**src/verilog/azs_pkg.sv**
```systemverilog
// Purpose: Shared constants for the angle sensor serial slave with zero offset.
// Assumes: 40 MHz core clock, SPI mode 3 link sampled by that clock.
// Notes:   Every opcode, address and timing count lives here; the top hard-codes the read-header field slices.
package azs_pkg;

  // Core clock and front-end refresh timing
  localparam int unsigned CLK_HZ      = 40_000_000;
  localparam int unsigned FE_RATE_KHZ = 500;
  localparam int unsigned FE_CYCLES   = CLK_HZ / (FE_RATE_KHZ * 1000);

  // Frame geometry, MSB first
  localparam int unsigned FRAME_BITS = 16;
  localparam int unsigned BYTE_BITS  = 8;
  localparam int unsigned OP_MSB     = 15;
  localparam int unsigned OP_LSB     = 12;
  localparam int unsigned ADDR_MSB   = 11;
  localparam int unsigned ADDR_LSB   = 8;
  localparam int unsigned DATA_MSB   = 7;
  localparam int unsigned DATA_LSB   = 0;
  localparam int unsigned HDR_BITS   = 8;

  // Command opcodes
  localparam logic [3:0] OP_WRITE = 4'h2;
  localparam logic [3:0] OP_READ  = 4'h1;

  // Register addresses and values
  localparam logic [3:0] ADDR_ZERO  = 4'h4;
  localparam logic [3:0] ADDR_FLASH = 4'h9;
  localparam logic [7:0] FLASH_KEY  = 8'h10;
  localparam logic [7:0] ZERO_RESET = 8'h00;
  localparam logic [7:0] READ_NONE  = 8'h00;

  // Zero-offset weight: millidegrees per count
  localparam int unsigned ZERO_MDEG_PER_LSB = 1410;

  // Core state after reset release
  typedef enum logic [1:0] {
    AZS_BOOT = 2'b00,
    AZS_RUN  = 2'b01
  } azs_state_t;

endpackage

```
**src/verilog/azs_spi_top.sv**
```systemverilog
// Purpose: SPI mode 3 slave of an angle sensor with programmable zero offset.
// Assumes: Raw angle arrives on the core clock; fuse contents are stable at reset.
// Notes:   SCLK is oversampled, so it must stay well below a quarter of clk_in.
`timescale 1ns/1ps

module azs_spi_top
  import azs_pkg::*;
#(
  parameter int unsigned FE_DIV = FE_CYCLES
) (
  // Clock and reset
  input  wire logic       clk_in,
  input  wire logic       rst_n_in,
  // SPI link pins
  input  wire logic       spi_sclk_in,
  input  wire logic       spi_cs_n_in,
  input  wire logic       spi_mosi_in,
  output logic            spi_miso_out,
  output logic            spi_miso_oe_out,
  // Front-end raw angle, core clock domain
  input  wire logic [7:0] fe_angle_in,
  // Fuse memory contents
  input  wire logic       otp_fused_in,
  input  wire logic [7:0] otp_zero_in,
  // Fuse programming request
  output logic            otp_burn_out,
  output logic [7:0]      otp_burn_data_out,
  // Offset angle towards the PWM generator
  output logic [7:0]      pwm_angle_out,
  // Current zero offset and fuse status
  output logic [7:0]      zero_offset_out,
  output logic            fused_out
);

  // Offset subtraction, modulo 256 by width
  function automatic logic [7:0] offset_angle(input logic [7:0] raw, input logic [7:0] zero);
    offset_angle = raw - zero;
  endfunction

  // Register read decode
  function automatic logic [7:0] read_reg(input logic [3:0] addr, input logic [7:0] zero);
    read_reg = (addr == ADDR_ZERO) ? zero : READ_NONE;
  endfunction

  // Write decode: write opcode aimed at the zero register
  function automatic logic is_zero_write(input logic [15:0] word);
    is_zero_write = (word[OP_MSB:OP_LSB] == OP_WRITE)
                    && (word[ADDR_MSB:ADDR_LSB] == ADDR_ZERO);
  endfunction

  // Write decode: flash key written to the fuse register
  function automatic logic is_flash_cmd(input logic [15:0] word);
    is_flash_cmd = (word[OP_MSB:OP_LSB] == OP_WRITE)
                   && (word[ADDR_MSB:ADDR_LSB] == ADDR_FLASH)
                   && (word[DATA_MSB:DATA_LSB] == FLASH_KEY);
  endfunction

  logic [1:0]  rst_pipe;
  logic        rst_n;
  logic [2:0]  pins_sync;
  logic        sclk_s;
  logic        cs_n_s;
  logic        mosi_s;
  logic        sclk_d;
  logic        cs_n_d;
  logic        sclk_rise;
  logic        sclk_fall;
  logic        cs_fall;
  logic        in_frame;
  azs_state_t  state;
  logic [7:0]  zero_offset_reg;
  logic        fused;
  logic [7:0]  fe_sample;
  logic [7:0]  out_buf;
  logic [$clog2(FE_DIV+1)-1:0] fe_cnt;
  logic        fe_tick;
  logic [15:0] rx_shift;
  logic [15:0] tx_shift;
  logic [4:0]  rx_cnt;
  logic [15:0] next_rx;
  logic        frame_done;
  logic        hdr_done;
  logic        wr_zero;
  logic        wr_flash;

  // Reset release through two flops
  always_ff @(posedge clk_in or negedge rst_n_in) begin
    if (!rst_n_in) begin
      rst_pipe <= 2'h0;
    end else begin
      rst_pipe <= {rst_pipe[0], 1'b1};
    end
  end
  assign rst_n = rst_pipe[1];

  // Link pins are asynchronous to clk_in
  azs_sync #(
    .W    (3),
    .INIT (1'b1)
  ) u_pin_sync (
    .clk_in   (clk_in),
    .rst_n_in (rst_n),
    .d_in     ({spi_sclk_in, spi_cs_n_in, spi_mosi_in}),
    .q_out    (pins_sync)
  );
  assign sclk_s = pins_sync[2];
  assign cs_n_s = pins_sync[1];
  assign mosi_s = pins_sync[0];

  // Edge history of the synchronised levels
  always_ff @(posedge clk_in or negedge rst_n) begin
    if (!rst_n) begin
      sclk_d <= 1'b1;
      cs_n_d <= 1'b1;
    end else begin
      sclk_d <= sclk_s;
      cs_n_d <= cs_n_s;
    end
  end
  // Edge strobes count only inside a running frame
  assign in_frame   = !cs_n_s && (state == AZS_RUN);
  assign sclk_rise  = in_frame && !sclk_d && sclk_s;
  assign sclk_fall  = in_frame && sclk_d && !sclk_s;
  assign cs_fall    = cs_n_d && !cs_n_s && (state == AZS_RUN);

  // Shift word and bit-count milestones
  assign next_rx    = {rx_shift[14:0], mosi_s};
  assign frame_done = sclk_rise && (rx_cnt == 5'(FRAME_BITS - 1));
  assign hdr_done   = sclk_rise && (rx_cnt == 5'(HDR_BITS - 1));

  // Commands act on the 16th rise; a fused part decodes no writes
  assign wr_zero    = frame_done && !fused && is_zero_write(next_rx);
  assign wr_flash   = frame_done && !fused && is_flash_cmd(next_rx);

  // Boot: one cycle to copy the fuse image, then run
  always_ff @(posedge clk_in or negedge rst_n) begin
    if (!rst_n) begin
      state <= AZS_BOOT;
    end else begin
      case (state)
        AZS_BOOT: state <= AZS_RUN;
        AZS_RUN:  state <= AZS_RUN;
        default:  state <= AZS_BOOT;
      endcase
    end
  end

  // Zero register and fuse flag
  always_ff @(posedge clk_in or negedge rst_n) begin
    if (!rst_n) begin
      zero_offset_reg <= ZERO_RESET;
      fused           <= 1'b0;
    end else if (state == AZS_BOOT) begin
      fused           <= otp_fused_in;
      zero_offset_reg <= otp_fused_in ? otp_zero_in : ZERO_RESET;
    end else begin
      if (wr_zero) begin
        zero_offset_reg <= next_rx[DATA_MSB:DATA_LSB];
      end
      if (wr_flash) begin
        fused <= 1'b1;
      end
    end
    // fused register ignores writes via the !fused gate in the decode
  end

  // Fuse burn request, one-cycle pulse with the data to burn
  always_ff @(posedge clk_in or negedge rst_n) begin
    if (!rst_n) begin
      otp_burn_out      <= 1'b0;
      otp_burn_data_out <= ZERO_RESET;
    end else begin
      otp_burn_out <= wr_flash;
      // Data tracks the register each cycle, so it is valid with the pulse
      otp_burn_data_out <= zero_offset_reg;
    end
  end

  always_ff @(posedge clk_in or negedge rst_n) begin
    if (!rst_n) begin
      fe_cnt <= '0;
    end else if (fe_cnt == ($bits(fe_cnt))'(FE_DIV - 1)) begin
      fe_cnt <= '0;
    end else begin
      fe_cnt <= fe_cnt + 1'b1;
    end
  end
  assign fe_tick = (fe_cnt == ($bits(fe_cnt))'(FE_DIV - 1));

  // Raw sample register, refreshed on each tick
  always_ff @(posedge clk_in or negedge rst_n) begin
    if (!rst_n) begin
      fe_sample <= 8'h00;
    end else if (fe_tick) begin
      fe_sample <= fe_angle_in;
    end
  end

  // Output buffer; offset is live so a write shows in the next frame
  always_ff @(posedge clk_in or negedge rst_n) begin
    if (!rst_n) begin
      out_buf <= 8'h00;
    end else if (cs_n_s) begin
      out_buf <= offset_angle(fe_sample, zero_offset_reg);
    end
    // held while chip select is low
  end

  // PWM sees the same offset angle
  always_ff @(posedge clk_in or negedge rst_n) begin
    if (!rst_n) begin
      pwm_angle_out <= 8'h00;
    end else begin
      pwm_angle_out <= offset_angle(fe_sample, zero_offset_reg);
    end
  end

  // Receive shift and bit count; restart with every chip select
  always_ff @(posedge clk_in or negedge rst_n) begin
    if (!rst_n) begin
      rx_shift <= 16'h0000;
      rx_cnt   <= 5'h00;
    end else if (cs_n_s) begin
      rx_cnt <= 5'h00;
    end else if (sclk_rise && rx_cnt != 5'(FRAME_BITS)) begin
      rx_shift <= next_rx;
      rx_cnt   <= rx_cnt + 5'h01;
    end
  end

  // Transmit word: angle byte then reply byte
  always_ff @(posedge clk_in or negedge rst_n) begin
    if (!rst_n) begin
      tx_shift <= 16'h0000;
    end else if (cs_fall) begin
      // every frame starts with angle, zero second byte
      tx_shift <= {out_buf, READ_NONE};
    end else if (hdr_done && next_rx[7:4] == OP_READ) begin
      // reply byte from header; tail ignored
      // Eight falls have shifted the word, so the reply lands in the top byte
      tx_shift[15:8] <= read_reg(next_rx[3:0], zero_offset_reg);
    end else if (sclk_fall) begin
      // next bit after each setting edge
      tx_shift <= {tx_shift[14:0], 1'b0};
    end
  end

  always_ff @(posedge clk_in or negedge rst_n) begin
    if (!rst_n) begin
      spi_miso_oe_out <= 1'b0;
    end else begin
      spi_miso_oe_out <= in_frame;
    end
  end

  // MISO: MSB shown on chip select fall, then per falling edge
  always_ff @(posedge clk_in or negedge rst_n) begin
    if (!rst_n) begin
      spi_miso_out <= 1'b0;
    end else begin
      if (cs_fall) begin
        spi_miso_out <= out_buf[7];
      end else if (sclk_fall) begin
        spi_miso_out <= tx_shift[15];
      end else if (cs_n_s) begin
        spi_miso_out <= 1'b0;
      end
    end
  end

  assign zero_offset_out = zero_offset_reg;
  assign fused_out       = fused;

endmodule

```
**src/verilog/azs_sync.sv**
```systemverilog
// Purpose: Two-flop synchroniser for pins from outside the clock domain.
// Assumes: Each bit is an independent level; no bus coherency needed.
// Notes:   First stage is read only by the second stage.
`timescale 1ns/1ps
module azs_sync #(
  parameter int unsigned W = 1,
  parameter logic        INIT = 1'b1
) (
  // Clock and reset
  input  wire logic         clk_in,
  input  wire logic         rst_n_in,
  // Asynchronous levels in, synchronised levels out
  input  wire logic [W-1:0] d_in,
  output logic      [W-1:0] q_out
);

  logic [W-1:0] stage1;

  // Two stages; idle-high pins reset to INIT
  always_ff @(posedge clk_in or negedge rst_n_in) begin
    if (!rst_n_in) begin
      stage1 <= {W{INIT}};
      q_out  <= {W{INIT}};
    end else begin
      stage1 <= d_in;
      q_out  <= stage1;
    end
  end

endmodule
```
**config.mk**
```make
export PLATFORM = sky130hd
export DESIGN_NAME = azs_spi_top
export DESIGN_NICKNAME = d
export VERILOG_FILES = /design/src/verilog/azs_pkg.sv /design/src/verilog/azs_spi_top.sv /design/src/verilog/azs_sync.sv
export SDC_FILE = /design/constraint.sdc
export NUM_CORES = 1
export LEC_CHECK = 0
export BUFFER_PORTS_ARGS = -buffer_cell sky130_fd_sc_hd__buf_4
export CAP_MARGIN = 30
export CORE_UTILIZATION = 45
export CTS_BUF_LIST = sky130_fd_sc_hd__clkbuf_8
export DETAILED_ROUTE_END_ITERATION = 12
export HOLD_SLACK_MARGIN = 0.15
export PLACE_DENSITY = 0.64
export SYNTH_ARGS = -nofsm -noshare
export SYNTH_HDL_FRONTEND = slang
export SYNTH_SLANG_ARGS = --single-unit
export TNS_END_PERCENT = 50
```
**constraint.sdc**
```tcl
create_clock -name clk_in -period 4.4 [get_ports clk_in]
set_input_delay 0.88 -clock clk_in [delete_from_list [all_inputs] [get_ports clk_in]]
set_output_delay 0.88 -clock clk_in [all_outputs]
set_load 0.02 [all_outputs]
```
-- Word-level counts from Yosys, hierarchy flattened
Cells that the tools add are included.
- flip-flop bits (word level): 99
- input bits: 22
- output and inout port bits: 28
- word-level logic and storage cells: 84
- $add $sub $neg: 3
- eq/ne operators: 12
- mux-type cells: 17
- bitwise gates (word level): 1
- reductions and logical operators: 31
- operator list (kind ; number):
    $mux W8 ; 6
    $mux W16 ; 2
    $logic_and A1 B1 Y1 ; 17
    $mux W5 ; 2
    $eq A4 B3 Y1 const B ; 2
    $eq A8 B5 Y1 const B ; 1
    $reduce_bool A2 Y1 ; 4
    $sub A8 B8 Y8 ; 1
    $add A7 B1 Y7 const B ; 1
    $eq A7 B7 Y1 const B ; 1
    $mux W7 ; 1
    $mux W1 ; 6
    $reduce_bool A3 Y1 ; 2
    $add A5 B1 Y5 const B ; 1
    $eq A5 B3 Y1 const B ; 1
    $eq A5 B4 Y1 const B ; 1
    $ne A5 B5 Y1 const B ; 1
    $eq A4 B1 Y1 const B ; 1
    $eq A4 B2 Y1 const B ; 1
    $eq A4 B4 Y1 const B ; 1
    $logic_not A1 Y1 ; 4
    $reduce_and A2 Y1 ; 2
    $eq A2 B1 Y1 const B ; 1
    $logic_not A2 Y1 ; 1
    3 further kinds ; 3

-- Longest topological paths before layout
- depth in word-level cells: 9
- mapped depth: 9
- depth with buffers taken out: 9

-- By module
From an unflattened synthesis, not the netlist that was laid out.
- cell total of the unflattened synthesis: 311
- area, all modules: 3836.2 sq um
- modules (own cells, without submodules) (module ; instances ; cells each ; area each (sq um) ; seq. area each (sq um)):
    azs_spi_top ; 1 ; 305 ; 3678.5 ; 2104.5
    azs_sync ; 1 ; 6 ; 157.7 ; 157.7

-- Worst setup path after synthesis
OpenSTA, ideal clock, no wires.
- kind: reg2reg
- from: register zero_offset_reg[0] (netlist: zero_offset_out[0])
- to: register out_buf[6]
- library setup time: 0.125 ns
- arrival time: 1.927 ns
- data required time: 4.275 ns
- path slack: 2.348 ns
- stages on the path, launching flop included: 9
- buffers on the path: 0
- period minus slack after synthesis: 2.052 ns
- path through: dfrtp_1 > ha_1 > inv_1 > fa_1 > a211oi_1 > o21ai_0 > a21oi_1 > xnor2_1 > mux2_2
- cells in the longest elaborated chain, start to end: 1
- ends and longest elaborated chain (what ; RTL line ; text):
    start: declaration ; azs_spi_top.sv:71 ; logic [7:0] zero_offset_reg;
    start signal: assignment ; azs_spi_top.sv:155 ; zero_offset_reg <= otp_fused_in ? otp_zero_in : ZERO_RESET;
    start signal: assignment ; azs_spi_top.sv:158 ; zero_offset_reg <= next_rx[DATA_MSB:DATA_LSB];
    $sub A8 B8 Y8 ; azs_spi_top.sv:37 ; offset_angle = raw - zero;
    end signal: assignment ; azs_spi_top.sv:204 ; out_buf <= offset_angle(fe_sample, zero_offset_reg);
    end: declaration ; azs_spi_top.sv:74 ; logic [7:0] out_buf;
No other way between the ends.
A chain may end at the register's enable or synchronous reset.

-- Final worst setup path
- from: register u_pin_sync.q_out[1]
- to: register tx_shift[15]
- cells in the longest elaborated chain, start to end: 8
- ends and longest elaborated chain (what ; RTL line ; text):
    start: declaration ; azs_sync.sv:14 ; output logic [W-1:0] q_out
    start signal: assignment ; azs_sync.sv:23 ; q_out <= {W{INIT}};
    start signal: assignment ; azs_sync.sv:26 ; q_out <= stage1;
    $logic_not A1 Y1 * ; azs_spi_top.sv:121 ; assign in_frame = !cs_n_s && (state == AZS_RUN);
    $logic_and A1 B1 Y1 * ; azs_spi_top.sv:121 ;
    named net in_frame ; azs_spi_top.sv:69 ; logic in_frame;
    $logic_and A1 B1 Y1 (2 in series) ; azs_spi_top.sv:122 ; assign sclk_rise = in_frame && !sclk_d && sclk_s;
    $logic_and A1 B1 Y1 ; azs_spi_top.sv:129 ; assign hdr_done = sclk_rise && (rx_cnt == 5'(HDR_BITS - 1));
    $logic_and A1 B1 Y1 ; azs_spi_top.sv:238 ; end else if (hdr_done && next_rx[7:4] == OP_READ) begin
    $mux W8 ; azs_spi_top.sv:238 ;
    $mux W16 ; azs_spi_top.sv:235 ; end else if (cs_fall) begin
    end signal: assignment ; azs_spi_top.sv:237 ; tx_shift <= {out_buf, READ_NONE};
    end signal: assignment ; azs_spi_top.sv:241 ; tx_shift[15:8] <= read_reg(next_rx[3:0], zero_offset_reg);
    end signal: assignment ; azs_spi_top.sv:244 ; tx_shift <= {tx_shift[14:0], 1'b0};
    end: declaration ; azs_spi_top.sv:78 ; logic [15:0] tx_shift;
Mark *: on every way through the listed nets, which the timed path passes. The rest lies on a longest branch.

==> impl_results.md <==
- Run status: complete, no violations
- CP top delay family: simple AND/OR/NAND/NOR gates
- CTS resizes: 0
- CTS Buffer Depth: 2
- Crit-path cells: nor2b_1, and2_1, a311oi_4, or2_0, o211ai_2
- FP Rows: 33
- Detail Route Antenna Nets: 0
- CTS tree: yes
- Slowest stage delay, CP: 760 ps
- Setup Slack @ Placement: 2040 ps
- Endpoints failing setup: 0
- Design area: ~4400 um^2
- Worst skew pair latency: between 300 and 400 ps
- Placement Cell Area: 4270 um^2
- Final Util: 54.4%
- Die width: 93.8 um
- GPL Wtd Cong: about 0.8
- Die Area: 8790 um^2
- Hold_ws: 287 ps
- Syn Inst Count: 306
- IO Pins: 50
- Critical Path Start: u_pin_sync.q_out[1]
- Hpwl dp: ~5300 um
- H-Tree Depth: 3
- Power, Total: between 1.5 and 2 mW
- Vias in the first global route: 2373
- Startpoint types: flip-flop
- Most frequent cells in the layout: 81 x dfrtp_1, 51 x buf_4, 29 x mux2_2
- Tot GR Track Use: 18.3%
- Syn. warnings: 0
- Max Cap Viol: 0
- CTS buffer count: 9
- Post-synthesis async set-or-reset flop share: 100%
- Final setup skew: 9.23 ps
- Peak supply drop: around 0.20 mV
- Fin. max-slew vios: 0
- DRC: 0
- Antenna diodes: 0
- Starting Density: between 40% and 50%
- Port Buffers: 49
- CP endpoint kind: flip-flop
- Core ar.: 8180 um^2
- GR Overflow Total: 0
- Worst slew pin tran: 941 ps
- Critical path class: flip-flop to flip-flop
- Synth cell types: 48
- Setup TNS: 0 ps
- Fin crit period: between 2000 and 2500 ps
- Vias post-DR: 2450
- Worst hold path type: input port to async pin
- Global-route wire length before repair: 12000 um
- Max-slew headroom at the worst pin: 36.9%
- DR WL/cell: around 16 um
- Total wire length: 7310 um
- Final worst slack: 2000 ps
- Syn_area_per_cell: roughly 12 um^2
- NumNets Final: 393
- Critical path fanouts, max: 17
- Crit path DAT: roughly 2600 ps
- Post-synth EDFFs: 0
- RSZ-0062 raised after global routing: no
- Part of the cycle the worst path needs: 54.5%
- Max Clock Freq: between 0.4 and 0.5 GHz
- Largest net degree at the start of global routing: 46
- Area added between synthesis and finish: 17.4%
- Pleak: roughly 2.1 nW
- Clock Sinks: 90
- Hold-fix buffers, CTS: 0
- Seq/Total Area, Yosys: 59.7%
- Post-Layout Cell Count: 469
- WP data required: 4620 ps
- Power Dens Cells: 427 nW/um^2
- CP bufs+invs: 0
- Top FF cell, synth: dfrtp_1
- Placed cells: 453
- Initial DRC count: 75
- Most common cell after layout, fill and taps aside: dfrtp_1
- Drt pass-1 iters: 4
- Root Driver: clkbuf_8
- #FFs+latches synth: 90
- Post-CTS Setup Inserts: 0
- Via density: 5.22
- Die height: about 94 um
- Slowest CP cell: dfstp_2
- Layout cells sized above 1: 30.2%
- Endpoints failing hold: 0
- RR Startpoint: u_pin_sync.q_out[1]
- Antenna violations before repair: 0
- Worst-path clk slew: 90 ps
- Area of the mapped netlist: 3790 um^2
[sequential cells by signal (all words and copies together) (netlist names), 7 cells and up]
name	cells
pwm_angle_out	8
tx_shift	8
rx_shift	15
otp_burn_data_out	8
fe_cnt	7
fe_sample	8
out_buf	8
zero_offset_out	8
[cell usage after synthesis (2+ instances only)]
master / n / share of area (%)
nand2_1: 10 / 0.99
or3_1: 2 / 0.33
nor2_1: 22 / 2.2
a21oi_1: 12 / 1.6
and3_1: 2 / 0.33
and2b_1: 4 / 0.79
nand4_1: 2 / 0.33
inv_1: 16 / 1.6
dfstp_2: 8 / 5.5
a22oi_1: 14 / 2.8
o21ai_0: 12 / 1.6
a21o_1: 2 / 0.40
xor2_1: 3 / 0.69
buf_2: 4 / 0.53
nand3_1: 5 / 0.66
clkbuf_1: 5 / 0.50
ha_1: 11 / 3.6
nor2b_1: 9 / 1.5
a31oi_1: 7 / 1.2
nor3b_1: 3 / 0.59
o31ai_1: 5 / 0.99
o21ai_1: 7 / 0.92
nor3_1: 2 / 0.26
mux2_2: 29 / 8.6
dfrtp_1: 82 / 54
xnor2_1: 6 / 1.4
[logic make-up after synthesis]
kind of cell / synth area share [%]
compound gates: 11.5
xor+xnor: 2.08
fa+ha+maj: 4.16
buf+inv: 2.71
flops: 59.7
mux: 8.88
other cells: 0.0990
simple gates: 10.8
[layer usage]
metal,track usage (%),up-vias,routed length [um]
met2,27.2,48,3400
met5,0,-,0
met4,7.31,0,93
li1,-,1182,-
met3,3.80,8,282
met1,26.3,1212,3530
[worst paths after layout]
path	endpoint	slack [ps]	depth (start not counted)
min in group clk_in	u_pin_sync.q_out[1]	360	0
min	rst_pipe[1]	290	1
max reg2reg	tx_shift[15]	2000	5
max in group asynchronous	u_pin_sync.stage1[2]	3100	1
min reg2reg	fe_cnt[1]	330	0
max	tx_shift[15]	2000	5
[report_power, final]
group          switching [mW]  total, mW  leakage [nW]  internal (mW)
logic                   0.177      0.354         0.886          0.177
clock network           0.295      0.505        0.0918          0.209
registers               0.100       1.04          1.11          0.941
total                   0.572       1.90          2.08           1.33
[cell type report]
cell class                      count  area (um^2)
Inverter                           16         60.1
Clock inverter                      7         51.3
Fill cell                         726         3730
Tap cell                          105          131
Multi-Input combinational cell    191         1430
Sequential cell                    90         2270
Clock buffer                        9          124
Timing Repair Buffer               51          383
(Power assumes the default switching activity.)
